File: src/rtl/urc_pkg.sv
/*
 Constants, register map and state type for the UART receive core.
 Assumes a 32-bit AHB-Lite slave with word-aligned registers.
*/
package urc_pkg;
    // ----------------------------------------------------------------
    // Register map
    // ----------------------------------------------------------------
    localparam logic [7:0] OFS_CMD = 8'h00;
    localparam logic [7:0] OFS_MODE = 8'h04;
    localparam logic [7:0] OFS_STAT = 8'h08;
    localparam logic [7:0] OFS_INT_STAT = 8'h0c;
    localparam logic [7:0] OFS_DATA = 8'h10;
    // Command bits (write one to act)
    localparam int CMD_EN = 0;
    localparam int CMD_DIS = 1;
    localparam int CMD_RST = 2;
    localparam int CMD_ERR = 3;
    // Mode fields
    localparam int MD_LEN_LO = 0;
    localparam int MD_PEN = 2;
    localparam int MD_PODD = 3;
    localparam int MD_X1 = 4;
    localparam int MD_IE_RDY = 5;
    localparam int MD_IE_BRK = 6;
    localparam int MD_DIV_LO = 16;
    localparam logic [15:0] DIV_RST = 16'h0081;
    localparam logic [6:0] MODE_RST = 7'h03;
    // Status fields
    localparam int ST_AVAIL = 0;
    localparam int ST_FULL = 1;
    localparam int ST_EN = 2;
    localparam int ST_OVR = 4;
    localparam int ST_PE = 5;
    localparam int ST_FE = 6;
    localparam int ST_RB = 7;
    localparam int IS_RDY = 1;
    localparam int IS_COB = 2;
    // Queue entry: {break, framing, parity, data}
    localparam int Q_W = 11;
    localparam int Q_AW = 8;
    localparam logic [8:0] Q_DEPTH = 9'h100;
    localparam int E_PE = 8;
    localparam int E_FE = 9;
    localparam int E_RB = 10;
    // Sample points in 16x ticks
    localparam logic [3:0] HALF_CNT = 4'h7;
    localparam logic [3:0] FULL_CNT = 4'hf;
    typedef enum logic [2:0] {
        S_IDLE, S_START, S_DATA, S_PAR, S_STOP, S_STOPX, S_BREAK
    } urc_state_t;
endpackage

File: src/rtl/urc_top.sv
/*
 UART receive core with 256-entry queue, behind an AHB-Lite slave.
 Assumes a single master; rx_serial and receive_bit_clock are asynchronous pins.
*/
// The implementer's own choices: the AHB-Lite interface to the registers and the register offsets.
`timescale 1ns/1ps
`default_nettype none
module urc_top
    import urc_pkg::*;
(
    input wire logic hclk,
    input wire logic hresetn,
    input wire logic hsel,
    input wire logic [31:0] haddr,
    input wire logic [1:0] htrans,
    input wire logic hwrite,
    input wire logic [2:0] hsize,
    input wire logic [31:0] hwdata,
    input wire logic hready,
    output logic hreadyout,
    output logic [31:0] hrdata,
    output logic hresp,
    input wire logic rx_serial,
    input wire logic receive_bit_clock,
    output logic interrupt_request_n
);
    // ----------------------------------------------------------------
    // Input synchronisers
    // ----------------------------------------------------------------
    logic rx_s1_reg, rx_s_reg, rx_d_reg, bc_s1_reg, bc_s_reg, bc_d_reg;
    always_ff @(posedge hclk or negedge hresetn) begin
        if (!hresetn) begin
            rx_s1_reg <= 1'b1;
            rx_s_reg <= 1'b1;
            rx_d_reg <= 1'b1;
            bc_s1_reg <= 1'b0;
            bc_s_reg <= 1'b0;
            bc_d_reg <= 1'b0;
        end else begin
            rx_s1_reg <= rx_serial;
            rx_s_reg <= rx_s1_reg;
            rx_d_reg <= rx_s_reg;
            bc_s1_reg <= receive_bit_clock;
            bc_s_reg <= bc_s1_reg;
            bc_d_reg <= bc_s_reg;
        end
    end

    // ----------------------------------------------------------------
    // Registers, flags and queue state
    // ----------------------------------------------------------------
    logic [6:0] mode_reg, mode_next;
    logic [15:0] div_reg, div_next, dcnt_reg, dcnt_next;
    logic rx_en_reg, rx_en_next, ovr_reg, ovr_next, cob_reg, cob_next;
    logic wr_pend_reg, wr_pend_next, rd_pend_reg, rd_pend_next;
    logic [7:0] addr_reg, addr_next;
    logic hreadyout_reg, hreadyout_next, hresp_reg, irq_n_reg, irq_n_next;
    logic [31:0] hrdata_reg, hrdata_next;
    logic [Q_AW-1:0] wr_ptr_reg, wr_ptr_next, rd_ptr_reg, rd_ptr_next;
    logic [8:0] q_cnt_reg, q_cnt_next;
    logic [Q_W-1:0] hold_reg, hold_next, q_wdata, head, entry;
    logic hold_valid_reg, hold_valid_next, q_we, pop, q_full, cmd_wr, err_rst, rx_rst, rx_dis;
    logic [Q_W-1:0] q_mem [0:255];
    // Receiver state
    urc_state_t state_reg, state_next;
    logic [3:0] cnt_reg, cnt_next;
    logic [2:0] idx_reg, idx_next;
    logic [7:0] shift_reg, shift_next;
    logic zero_reg, zero_next, par_reg, par_next, hi_reg, hi_next;
    logic tick16, bclk_rise, sample_ev, start_ev, push_ev, brk, fe, pe;

    assign head = q_mem[rd_ptr_reg];
    assign q_full = (q_cnt_reg == Q_DEPTH);
    assign cmd_wr = wr_pend_reg && (addr_reg == OFS_CMD);
    assign err_rst = cmd_wr && hwdata[CMD_ERR];
    assign rx_rst = cmd_wr && hwdata[CMD_RST];
    assign rx_dis = cmd_wr && hwdata[CMD_DIS];
    // A divisor lowered mid-count must not leave the counter to run round
    assign tick16 = (dcnt_reg >= div_reg);
    assign bclk_rise = bc_s_reg && !bc_d_reg;

    function automatic logic [3:0] sample_point(input urc_state_t s);
        sample_point = (s == S_START || s == S_STOPX) ? HALF_CNT : FULL_CNT;
    endfunction

    // ----------------------------------------------------------------
    // Bit timing and receive state machine
    // ----------------------------------------------------------------
    always_comb begin
        sample_ev = mode_reg[MD_X1] ? bclk_rise : (tick16 && cnt_reg == sample_point(state_reg));
        dcnt_next = tick16 ? 16'h0000 : dcnt_reg + 16'h0001;
        state_next = state_reg;
        cnt_next = sample_ev ? 4'h0 : ((tick16 && !mode_reg[MD_X1]) ? cnt_reg + 4'h1 : cnt_reg);
        idx_next = idx_reg;
        shift_next = shift_reg;
        zero_next = zero_reg;
        par_next = par_reg;
        hi_next = hi_reg;
        start_ev = 1'b0;
        push_ev = 1'b0;
        brk = !zero_reg ? 1'b0 : (!par_reg && !rx_s_reg);
        fe = !rx_s_reg && !brk;
        pe = mode_reg[MD_PEN] && !brk && (par_reg != ((^shift_reg) ^ mode_reg[MD_PODD]));
        entry = {brk, fe, pe, shift_reg};
        case (state_reg)
            S_IDLE: begin
                dcnt_next = 16'h0000;
                cnt_next = 4'h0;
                if (rx_en_reg && rx_d_reg && !rx_s_reg) begin
                    state_next = S_START;
                end
            end
            S_START, S_STOPX: begin
                if (sample_ev) begin
                    if (rx_s_reg) begin
                        state_next = S_IDLE;
                    end else begin
                        state_next = S_DATA;
                        start_ev = 1'b1;
                        idx_next = 3'h0;
                        shift_next = 8'h00;
                        zero_next = 1'b1;
                        par_next = 1'b0;
                    end
                end
            end
            S_DATA: begin
                if (sample_ev) begin
                    shift_next[idx_reg] = rx_s_reg;
                    zero_next = zero_reg && !rx_s_reg;
                    idx_next = idx_reg + 3'h1;
                    if (idx_reg == {1'b0, mode_reg[MD_LEN_LO+1:MD_LEN_LO]} + 3'h4) begin
                        state_next = mode_reg[MD_PEN] ? S_PAR : S_STOP;
                    end
                end
            end
            S_PAR: begin
                if (sample_ev) begin
                    par_next = rx_s_reg;
                    state_next = S_STOP;
                end
            end
            S_STOP: begin
                if (sample_ev) begin
                    push_ev = 1'b1;
                    hi_next = 1'b0;
                    state_next = brk ? S_BREAK : (fe ? S_STOPX : S_IDLE);
                end
            end
            S_BREAK: begin
                if (sample_ev) begin
                    hi_next = rx_s_reg;
                    if (rx_s_reg && hi_reg) begin
                        state_next = S_IDLE;
                    end
                end
            end
            default: state_next = S_IDLE;
        endcase
        if (!rx_en_reg) begin
            state_next = S_IDLE;
        end
    end

    always_ff @(posedge hclk or negedge hresetn) begin
        if (!hresetn) begin
            state_reg <= S_IDLE;
            dcnt_reg <= 16'h0000;
            cnt_reg <= 4'h0;
            idx_reg <= 3'h0;
            shift_reg <= 8'h00;
            zero_reg <= 1'b0;
            par_reg <= 1'b0;
            hi_reg <= 1'b0;
        end else begin
            state_reg <= state_next;
            dcnt_reg <= dcnt_next;
            cnt_reg <= cnt_next;
            idx_reg <= idx_next;
            shift_reg <= shift_next;
            zero_reg <= zero_next;
            par_reg <= par_next;
            hi_reg <= hi_next;
        end
    end

    // ----------------------------------------------------------------
    // Bus slave, queue and sticky flags
    // ----------------------------------------------------------------
    // Reads take one wait state so that read data leaves a flip-flop.
    always_comb begin
        wr_pend_next = hsel && htrans[1] && hready && hwrite;
        rd_pend_next = hsel && htrans[1] && hready && !hwrite;
        addr_next = (wr_pend_next || rd_pend_next) ? haddr[7:0] : addr_reg;
        hreadyout_next = !rd_pend_next;
        hrdata_next = hrdata_reg;
        mode_next = mode_reg;
        div_next = div_reg;
        rx_en_next = (rx_en_reg || (cmd_wr && hwdata[CMD_EN])) && !rx_dis && !rx_rst;
        pop = 1'b0;
        if (rd_pend_reg) begin
            hrdata_next = 32'h00000000;
            case (addr_reg)
                OFS_MODE: hrdata_next = {div_reg, 9'h000, mode_reg};
                OFS_STAT: begin
                    hrdata_next[ST_AVAIL] = (q_cnt_reg != 9'h000);
                    hrdata_next[ST_FULL] = q_full;
                    hrdata_next[ST_EN] = rx_en_reg;
                    hrdata_next[ST_OVR] = ovr_reg;
                    if (q_cnt_reg != 9'h000) begin
                        hrdata_next[ST_PE] = head[E_PE];
                        hrdata_next[ST_FE] = head[E_FE];
                        hrdata_next[ST_RB] = head[E_RB];
                    end
                end
                OFS_INT_STAT: begin
                    hrdata_next[IS_RDY] = (q_cnt_reg != 9'h000);
                    hrdata_next[IS_COB] = cob_reg;
                end
                OFS_DATA: begin
                    if (q_cnt_reg != 9'h000) begin
                        hrdata_next[7:0] = head[7:0];
                        pop = 1'b1;
                    end
                end
                default: hrdata_next = 32'h00000000;
            endcase
        end
        if (wr_pend_reg && addr_reg == OFS_MODE) begin
            mode_next = hwdata[6:0];
            div_next = hwdata[MD_DIV_LO+15:MD_DIV_LO];
        end
        // Set wins over clear for both sticky flags
        ovr_next = (ovr_reg && !err_rst && !rx_rst && !rx_dis) ||
                   (start_ev && q_full && hold_valid_reg);
        cob_next = (cob_reg && !err_rst && !rx_rst && !rx_dis) ||
                   (push_ev && brk) || (state_reg == S_BREAK && state_next == S_IDLE && rx_en_reg);
        // Queue write: held character first, one write per cycle
        q_we = 1'b0;
        q_wdata = entry;
        hold_next = hold_reg;
        hold_valid_next = hold_valid_reg;
        if (hold_valid_reg && !q_full) begin
            q_we = 1'b1;
            q_wdata = hold_reg;
            hold_valid_next = 1'b0;
        end
        if (push_ev) begin
            if (hold_valid_reg || q_full) begin
                hold_next = entry;
                hold_valid_next = 1'b1;
            end else begin
                q_we = 1'b1;
            end
        end
        wr_ptr_next = q_we ? wr_ptr_reg + 8'h01 : wr_ptr_reg;
        rd_ptr_next = pop ? rd_ptr_reg + 8'h01 : rd_ptr_reg;
        q_cnt_next = q_cnt_reg + {8'h00, q_we} - {8'h00, pop};
        if (rx_rst) begin
            wr_ptr_next = 8'h00;
            rd_ptr_next = 8'h00;
            q_cnt_next = 9'h000;
            hold_valid_next = 1'b0;
        end
        irq_n_next = !(rx_en_reg && (((q_cnt_reg != 9'h000) && mode_reg[MD_IE_RDY]) ||
                                     (cob_reg && mode_reg[MD_IE_BRK])));
    end

    always_ff @(posedge hclk) begin
        if (q_we) begin
            q_mem[wr_ptr_reg] <= q_wdata;
        end
    end

    always_ff @(posedge hclk or negedge hresetn) begin
        if (!hresetn) begin
            wr_pend_reg <= 1'b0;
            rd_pend_reg <= 1'b0;
            addr_reg <= 8'h00;
            hreadyout_reg <= 1'b1;
            hrdata_reg <= 32'h00000000;
            hresp_reg <= 1'b0;
            mode_reg <= MODE_RST;
            div_reg <= DIV_RST;
            rx_en_reg <= 1'b0;
            ovr_reg <= 1'b0;
            cob_reg <= 1'b0;
            hold_reg <= 11'h000;
            hold_valid_reg <= 1'b0;
            wr_ptr_reg <= 8'h00;
            rd_ptr_reg <= 8'h00;
            q_cnt_reg <= 9'h000;
            irq_n_reg <= 1'b1;
        end else begin
            wr_pend_reg <= wr_pend_next;
            rd_pend_reg <= rd_pend_next;
            addr_reg <= addr_next;
            hreadyout_reg <= hreadyout_next;
            hrdata_reg <= hrdata_next;
            hresp_reg <= 1'b0;
            mode_reg <= mode_next;
            div_reg <= div_next;
            rx_en_reg <= rx_en_next;
            ovr_reg <= ovr_next;
            cob_reg <= cob_next;
            hold_reg <= hold_next;
            hold_valid_reg <= hold_valid_next;
            wr_ptr_reg <= wr_ptr_next;
            rd_ptr_reg <= rd_ptr_next;
            q_cnt_reg <= q_cnt_next;
            irq_n_reg <= irq_n_next;
        end
    end

    assign hreadyout = hreadyout_reg;
    assign hrdata = hrdata_reg;
    assign hresp = hresp_reg;
    assign interrupt_request_n = irq_n_reg;
endmodule
`default_nettype wire

File: config.mk
export PLATFORM = sky130hd
export DESIGN_NAME = urc_top
export DESIGN_NICKNAME = d
export VERILOG_FILES = /design/src/rtl/urc_pkg.sv /design/src/rtl/urc_top.sv
export SDC_FILE = /design/constraint.sdc
export NUM_CORES = 2
export LEC_CHECK = 0
export BUFFER_PORTS_ARGS = -buffer_cell sky130_fd_sc_hd__buf_2
export CORE_ASPECT_RATIO = 2
export CORE_MARGIN = 8
export CORE_UTILIZATION = 30
export CTS_BUF_LIST = sky130_fd_sc_hd__clkbuf_8 sky130_fd_sc_hd__clkbuf_16
export DETAILED_ROUTE_END_ITERATION = 6
export PLACE_DENSITY_LB_ADDON = 0.25
export SYNTH_ARGS = -nofsm -noshare
export SYNTH_HDL_FRONTEND = slang
export SYNTH_SLANG_ARGS = --single-unit
File: constraint.sdc
create_clock -name hclk -period 5.3 [get_ports hclk]
set_clock_uncertainty 0.15 [all_clocks]
set_input_delay 0.795 -clock hclk [delete_from_list [all_inputs] [get_ports hclk]]
set_output_delay 0.795 -clock hclk [all_outputs]
set_load 0.01 [all_outputs]
== Word-level counts from Yosys, hierarchy flattened ==
Memories as Yosys holds them, arrays and structs flattened.
Cells that the tools add are included.

* Bits in registers: 150
* Memory bits (writable): 2,816
* Input port bits: 76
* Output and inout bits: 35
* Logic and storage cells: 211
* Memories kept: 1

* Add/sub/neg operators: 8
* Magnitude comparators: 3
* Equal/unequal tests: 20
* Multiplexer cells: 73
* Bitwise gates (word level): 1
* Reduce and logical (&&, ||, !) cells: 75

{| class="wikitable"
|+ Memory list
! memory !! words !! width !! read ports !! clocked after memory_dff !! write ports !! RTL line !! text
|-
| q_mem || 256 || 11 || 1 || 0 || 1 || urc_top.sv:63 || <nowiki>logic [Q_W-1:0] q_mem [0:255];</nowiki>
|}

{| class="wikitable"
|+ Operator list
! cell !! count
|-
| 8-bit two-way mux || 8
|-
| 3-bit two-way mux || 16
|-
| 1-bit logical AND || 39
|-
| 16-bit two-way mux || 2
|-
| 1-bit two-way mux || 27
|-
| 24-bit two-way mux || 1
|-
| 3-bit one-hot mux with 6 select lines || 1
|-
| 16-bit by 1-bit adder with 16-bit output, second input constant || 1
|-
| 8-bit by 1-bit adder with 8-bit output, second input constant || 2
|-
| 8-bit by 4-bit == test with 1-bit output, second input constant || 2
|-
| 16-bit >= comparator || 1
|-
| 4-bit two-way mux || 4
|-
| 8-bit one-hot mux with 2 select lines || 1
|-
| 1-bit logical NOT || 12
|-
| 2-bit != test, second input constant || 6
|-
| 4-bit one-hot mux with 3 select lines || 1
|-
| 11-bit two-way mux || 1
|-
| 2-bit nonzero test || 5
|-
| 9-bit by 1-bit adder with 9-bit output || 1
|-
| 3-bit == test, second input constant || 3
|-
| 9-bit == test, second input constant || 1
|-
| 9-bit two-way mux || 1
|-
| 9-bit nonzero test || 1
|-
| 9-bit by 1-bit subtractor with 9-bit output || 1
|-
| other kinds (29) || 42
|}

== Depth between registers and ports, before layout ==
* Depth in word-level cells: 14
* Gate-level depth with buffers: 22
* Mapped depth without buffers: 21

== Least setup slack after synthesis ==
OpenSTA, ideal clock, no wires.

* Kind: register -> register
* From: reg div_reg[0]
* To: reg q_cnt_reg[8]
* Library setup time: 0.078 ns
* Arrival: 4.248 ns
* Required time: 5.072 ns
* Path slack: 0.824 ns
* Stages on the path, launching flop included: 22
* Buffers on the path: 1
* Period minus slack after synthesis: 4.476 ns
* Cells stage by stage: dfstp_2 ha_1 nand2b_1 a21oi_1 o21ai_0 a311oi_1 nand3_1 a31o_2 nand2_1 buf_1 ha_1 inv_1 ha_1 fa_1 a21oi_1 o21bai_1 a21oi_1 o21bai_1 a21oi_1 nor2_1 or3_1 a21oi_1

* Longest elaborated chain between the ends: 9

{| class="wikitable"
|+ Ends and longest elaborated chain
! what !! RTL line !! text
|-
| from (decl) || urc_top.sv:53 || <nowiki>logic [15:0] div_reg, div_next, dcnt_reg, dcnt_next;</nowiki>
|-
| from (signal assigned) || urc_top.sv:302 || <nowiki>div_reg <= div_next;</nowiki>
|-
| 16-bit >= comparator || urc_top.sv:79 || <nowiki>assign tick16 = (dcnt_reg >= div_reg);</nowiki>
|-
| 1-bit logical AND || urc_top.sv:90 || <nowiki>sample_ev = mode_reg[MD_X1] ? bclk_rise : (tick16 && cnt_reg == sample_point(state_reg));</nowiki>
|-
| 1-bit two-way mux || urc_top.sv:90 ||
|-
| 1-bit two-way mux || urc_top.sv:144 || <nowiki>if (sample_ev) begin</nowiki>
|-
| 1-bit two-way mux || urc_top.sv:105 || <nowiki>case (state_reg)</nowiki>
|-
| 1-bit two-way mux || urc_top.sv:248 || <nowiki>if (push_ev) begin</nowiki>
|-
| 9-bit by 1-bit adder with 9-bit output || urc_top.sv:258 || <nowiki>q_cnt_next = q_cnt_reg + {8'h00, q_we} - {8'h00, pop};</nowiki>
|-
| 9-bit by 1-bit subtractor with 9-bit output || urc_top.sv:258 ||
|-
| 9-bit two-way mux || urc_top.sv:259 || <nowiki>if (rx_rst) begin</nowiki>
|-
| net q_cnt_next[8] || urc_top.sv:60 || <nowiki>logic [8:0] q_cnt_reg, q_cnt_next;</nowiki>
|-
| to (signal assigned) || urc_top.sv:310 || <nowiki>q_cnt_reg <= q_cnt_next;</nowiki>
|-
| to (decl) || urc_top.sv:60 ||
|}

The timed path passes the listed nets, and every way through them passes these cells.
A chain may end at the register's enable or synchronous reset.

== Worst setup path in the final report ==
Same ends and word-level chain as after synthesis.

==> flow_summary.json <==
{
  "start_kind": "register",
  "seqPwrFrac_pct": 51.8,
  "yosysSeqAreaShare_pct": 75.66,
  "grt.total_usage_pct": 18.03,
  "overflow": 0,
  "status": "finished clean",
  "r2r_slack_ps": 460,
  "syn_area_um2": 116500,
  "synth-compound-area-share_pct": 2.417,
  "arrival_ps": 5520,
  "cts_buffers": 244,
  "fin_crit_sh_pct": 91.30,
  "initial_core_util_pct": 30.12,
  "synthXorXnorAreaFrac_pct": 0.3158,
  "combPwrFrac_pct": 9.9,
  "drcViolationCount": 0,
  "mostFrequentLayoutCell": "edfxtp_1",
  "syn2layout_area_growth_pct": 17.73,
  "portBuffers": 64,
  "num-fill-cells": 35640,
  "hold_viol": 0,
  "antenna_found_initial": 12,
  "synthFlopType": "edfxtp_1",
  "drtIter0Drc": 5676,
  "rsz0062_at_grt": "false",
  "num_io_pins": 111,
  "dieArea_um2": 409700,
  "cp-endpoint": "q_cnt_reg[8]",
  "clk_pin_slew_ps": 70,
  "swShare_pct": 24.19,
  "rows": 323,
  "dp_hpwl_um": 260100,
  "yosysUniqueCellTypes": 78,
  "path_max_fanout": 3,
  "viasPerCell": 5.197,
  "die_y_um": 897.2,
  "wl_um": 381500,
  "rr_endpoint": "q_cnt_reg[8]",
  "dr.pass1.iters": 6,
  "criticalPathCategory": "reg2reg",
  "cap_violations": 0,
  "yosysWarnings": 0,
  "peakVddDrop_mv": 0.3543,
  "final_antenna_net_count": 0,
  "synthAdderAreaFrac_pct": 0.4125,
  "synth_edf_count": 2816,
  "fin_nets": 6340,
  "worstMarginPinSlew_ps": 1271,
  "cp-startpoint": "div_reg[0]",
  "grt_max_degree": 101,
  "cts_tree": "yes",
  "layout_common_cells": "edfxtp_1 (2,816), mux4_2 (724), buf_4 (588), clkbuf_16 (249), nor3_2 (232)",
  "stdcell_area_um2": 137100,
  "die_w_um": 456.6,
  "slew_headroom_pct": 14.82,
  "fin_crit_ps": 4839,
  "required_ps": 5980,
  "p_per_area_nw_per_um2": 360.0,
  "setup_viol_count_final": 0,
  "maxSlewViolCount": 0,
  "hold_class": "reg2reg",
  "drive_gt1_share_pct": 34.03,
  "cp-end-kind": "register",
  "syn_inst": 5569,
  "wire_per_inst_um": 33.23,
  "ys_seq_elements": 2958,
  "p_int_w": 0.03742,
  "rr_worst_depth": 20,
  "largest_register_ffs": 2816,
  "core_area_um2": 386800,
  "place_area_um2": 128600,
  "synthSimpleGateAreaFrac_pct": 2.988,
  "vias": 59660,
  "h-tree-depth": 4,
  "clk_latency_ps": 930,
  "grt_first_pass_wirelength_um": 524800,
  "r2r-start": "div_reg[0]",
  "ctsLongestPathBuffers": 4,
  "timing.fmax_mhz": 206.7,
  "synth.area.mux_share_pct": 16.47,
  "synth_top_family_by_area": "multiplexers",
  "p_clk_share_pct": 38.3,
  "clock-sinks": 2958,
  "power.leakage_nw": 40.22,
  "tns_ps": 0,
  "first_global_vias": 63330,
  "gp_congestion": 0.8668,
  "synthArstFlopShare_pct": 4.801,
  "clock-root-buffer": "clkbuf_16",
  "syn_area_per_cell_um2": 20.92,
  "p_switching_w": 0.01194
}
## logic make-up after synthesis
logic type	Yosys count
compound gates	416
simple gates	718
other cells	1
fa+ha+maj	38
xor+xnor	42
mux	1003
flops	2958
buf+inv	393
## layer usage
layer	GRT usage, %	wire, µm
met5	0	0
met4	11.66	30130
met1	18.61	126300
met3	2.109	16360
met2	34.19	208700
## how the worst min path moves through the flow
stage | from | endpoint | slack [ps] | depth (start not counted)
2_1_floorplan | bc_s1_reg | bc_s_reg | 180 | 0
6_report | bc_s1_reg | bc_s_reg | 200 | 0
5_1_grt | rx_s1_reg | rx_s_reg | 210 | 0
3_3_place_gp | bc_s1_reg | bc_s_reg | 200 | 0
4_1_cts | rx_s1_reg | rx_s_reg | 210 | 0
3_5_place_dp | bc_s1_reg | bc_s_reg | 190 | 0
## power by group through the flow
stage | Clock [W] | Combinational [W] | Sequential (W)
3_5_place_dp | 0 | 0.00490 | 0.0261
3_3_place_gp | 0 | 0.00489 | 0.0261
6_report | 0.0189 | 0.00488 | 0.0256
4_1_cts | 0.0193 | 0.00493 | 0.0255
2_1_floorplan | 0 | 0.00286 | 0.0259
5_1_grt | 0.0200 | 0.00505 | 0.0255
## Yosys cell counts, drive strengths merged, types with 23 or more instances
cell    number  area share, %
nor4        26           0.14
nand3       50           0.21
mux2i      208            1.8
nand2      146           0.47
a211oi      23           0.15
a22oi       51           0.33
o22ai       34           0.18
mux2        71           0.69
inv         42           0.14
edfxtp    2816             73
clkbuf     131           0.42
o21ai       69           0.30
nor3       279            1.2
xnor2       27           0.20
mux4       724             14
a21oi       85           0.37
ha          36           0.39
nor2       106           0.34
buf        218            1.2
dfrtp      133            2.9
## critical path, cell delays in order, from the launching register on
cell and delay (ps):
dfstp_2 550, ha_1 220, nand2b_1 150, a21oi_1 150
o21ai_0 230, a311oi_1 600, nand3_1 180, a31o_2 280
nand2_4 90, ha_1 160, inv_1 50, ha_1 200
fa_1 430, a21oi_1 150, o21bai_1 110, a21oi_1 180
o21bai_1 110, a21oi_1 170, nor2_1 70, or3_1 340
a21oi_1 150
## what timing repair did
action | 4_1_cts | 5_1_grt
setup buffers | 0 | 0
hold buffers | 35 | 0
setup endpoints to repair | 0 | 1
resized for setup | 0 | 1
hold endpoints to repair | 114 | 0
## per-stage QoR
| step | setup WS, ps | hold slack, ps | utilization [%] | total power (W) | std cells |
|---|---|---|---|---|---|
| 5_1_grt | 72.09 | 213.9 | 35.45 | 0.05058 | 11480 |
| 6_report | 461.4 | 200.6 | 35.46 | 0.04937 | 11480 |
| 3_3_place_gp | 256.4 | 197.8 | 33.25 | 0.03095 | 10980 |
| 3_5_place_dp | 205.6 | 187.8 | 33.25 | 0.03096 | 10980 |
| 4_1_cts | 191.7 | 209.5 | 35.44 | 0.04981 | 11460 |
| 2_1_floorplan | 823.7 | 181.2 | - | 0.02876 | 5577 |
## cell type report
cell class                      count  area, µm²  share of cell area (%)
Timing Repair Buffer              753       6412                   4.676
Clock buffer                      250       6245                   4.554
Tap cell                         5037       6302                   4.596
Clock inverter                    196       1888                   1.377
Inverter                           44      170.2                  0.1241
Multi-Input combinational cell   2226      27930                   20.37
Antenna cell                       16      40.04                 0.02920
Sequential cell                  2958      88140                   64.28
Power figures use the tool's default switching activity.
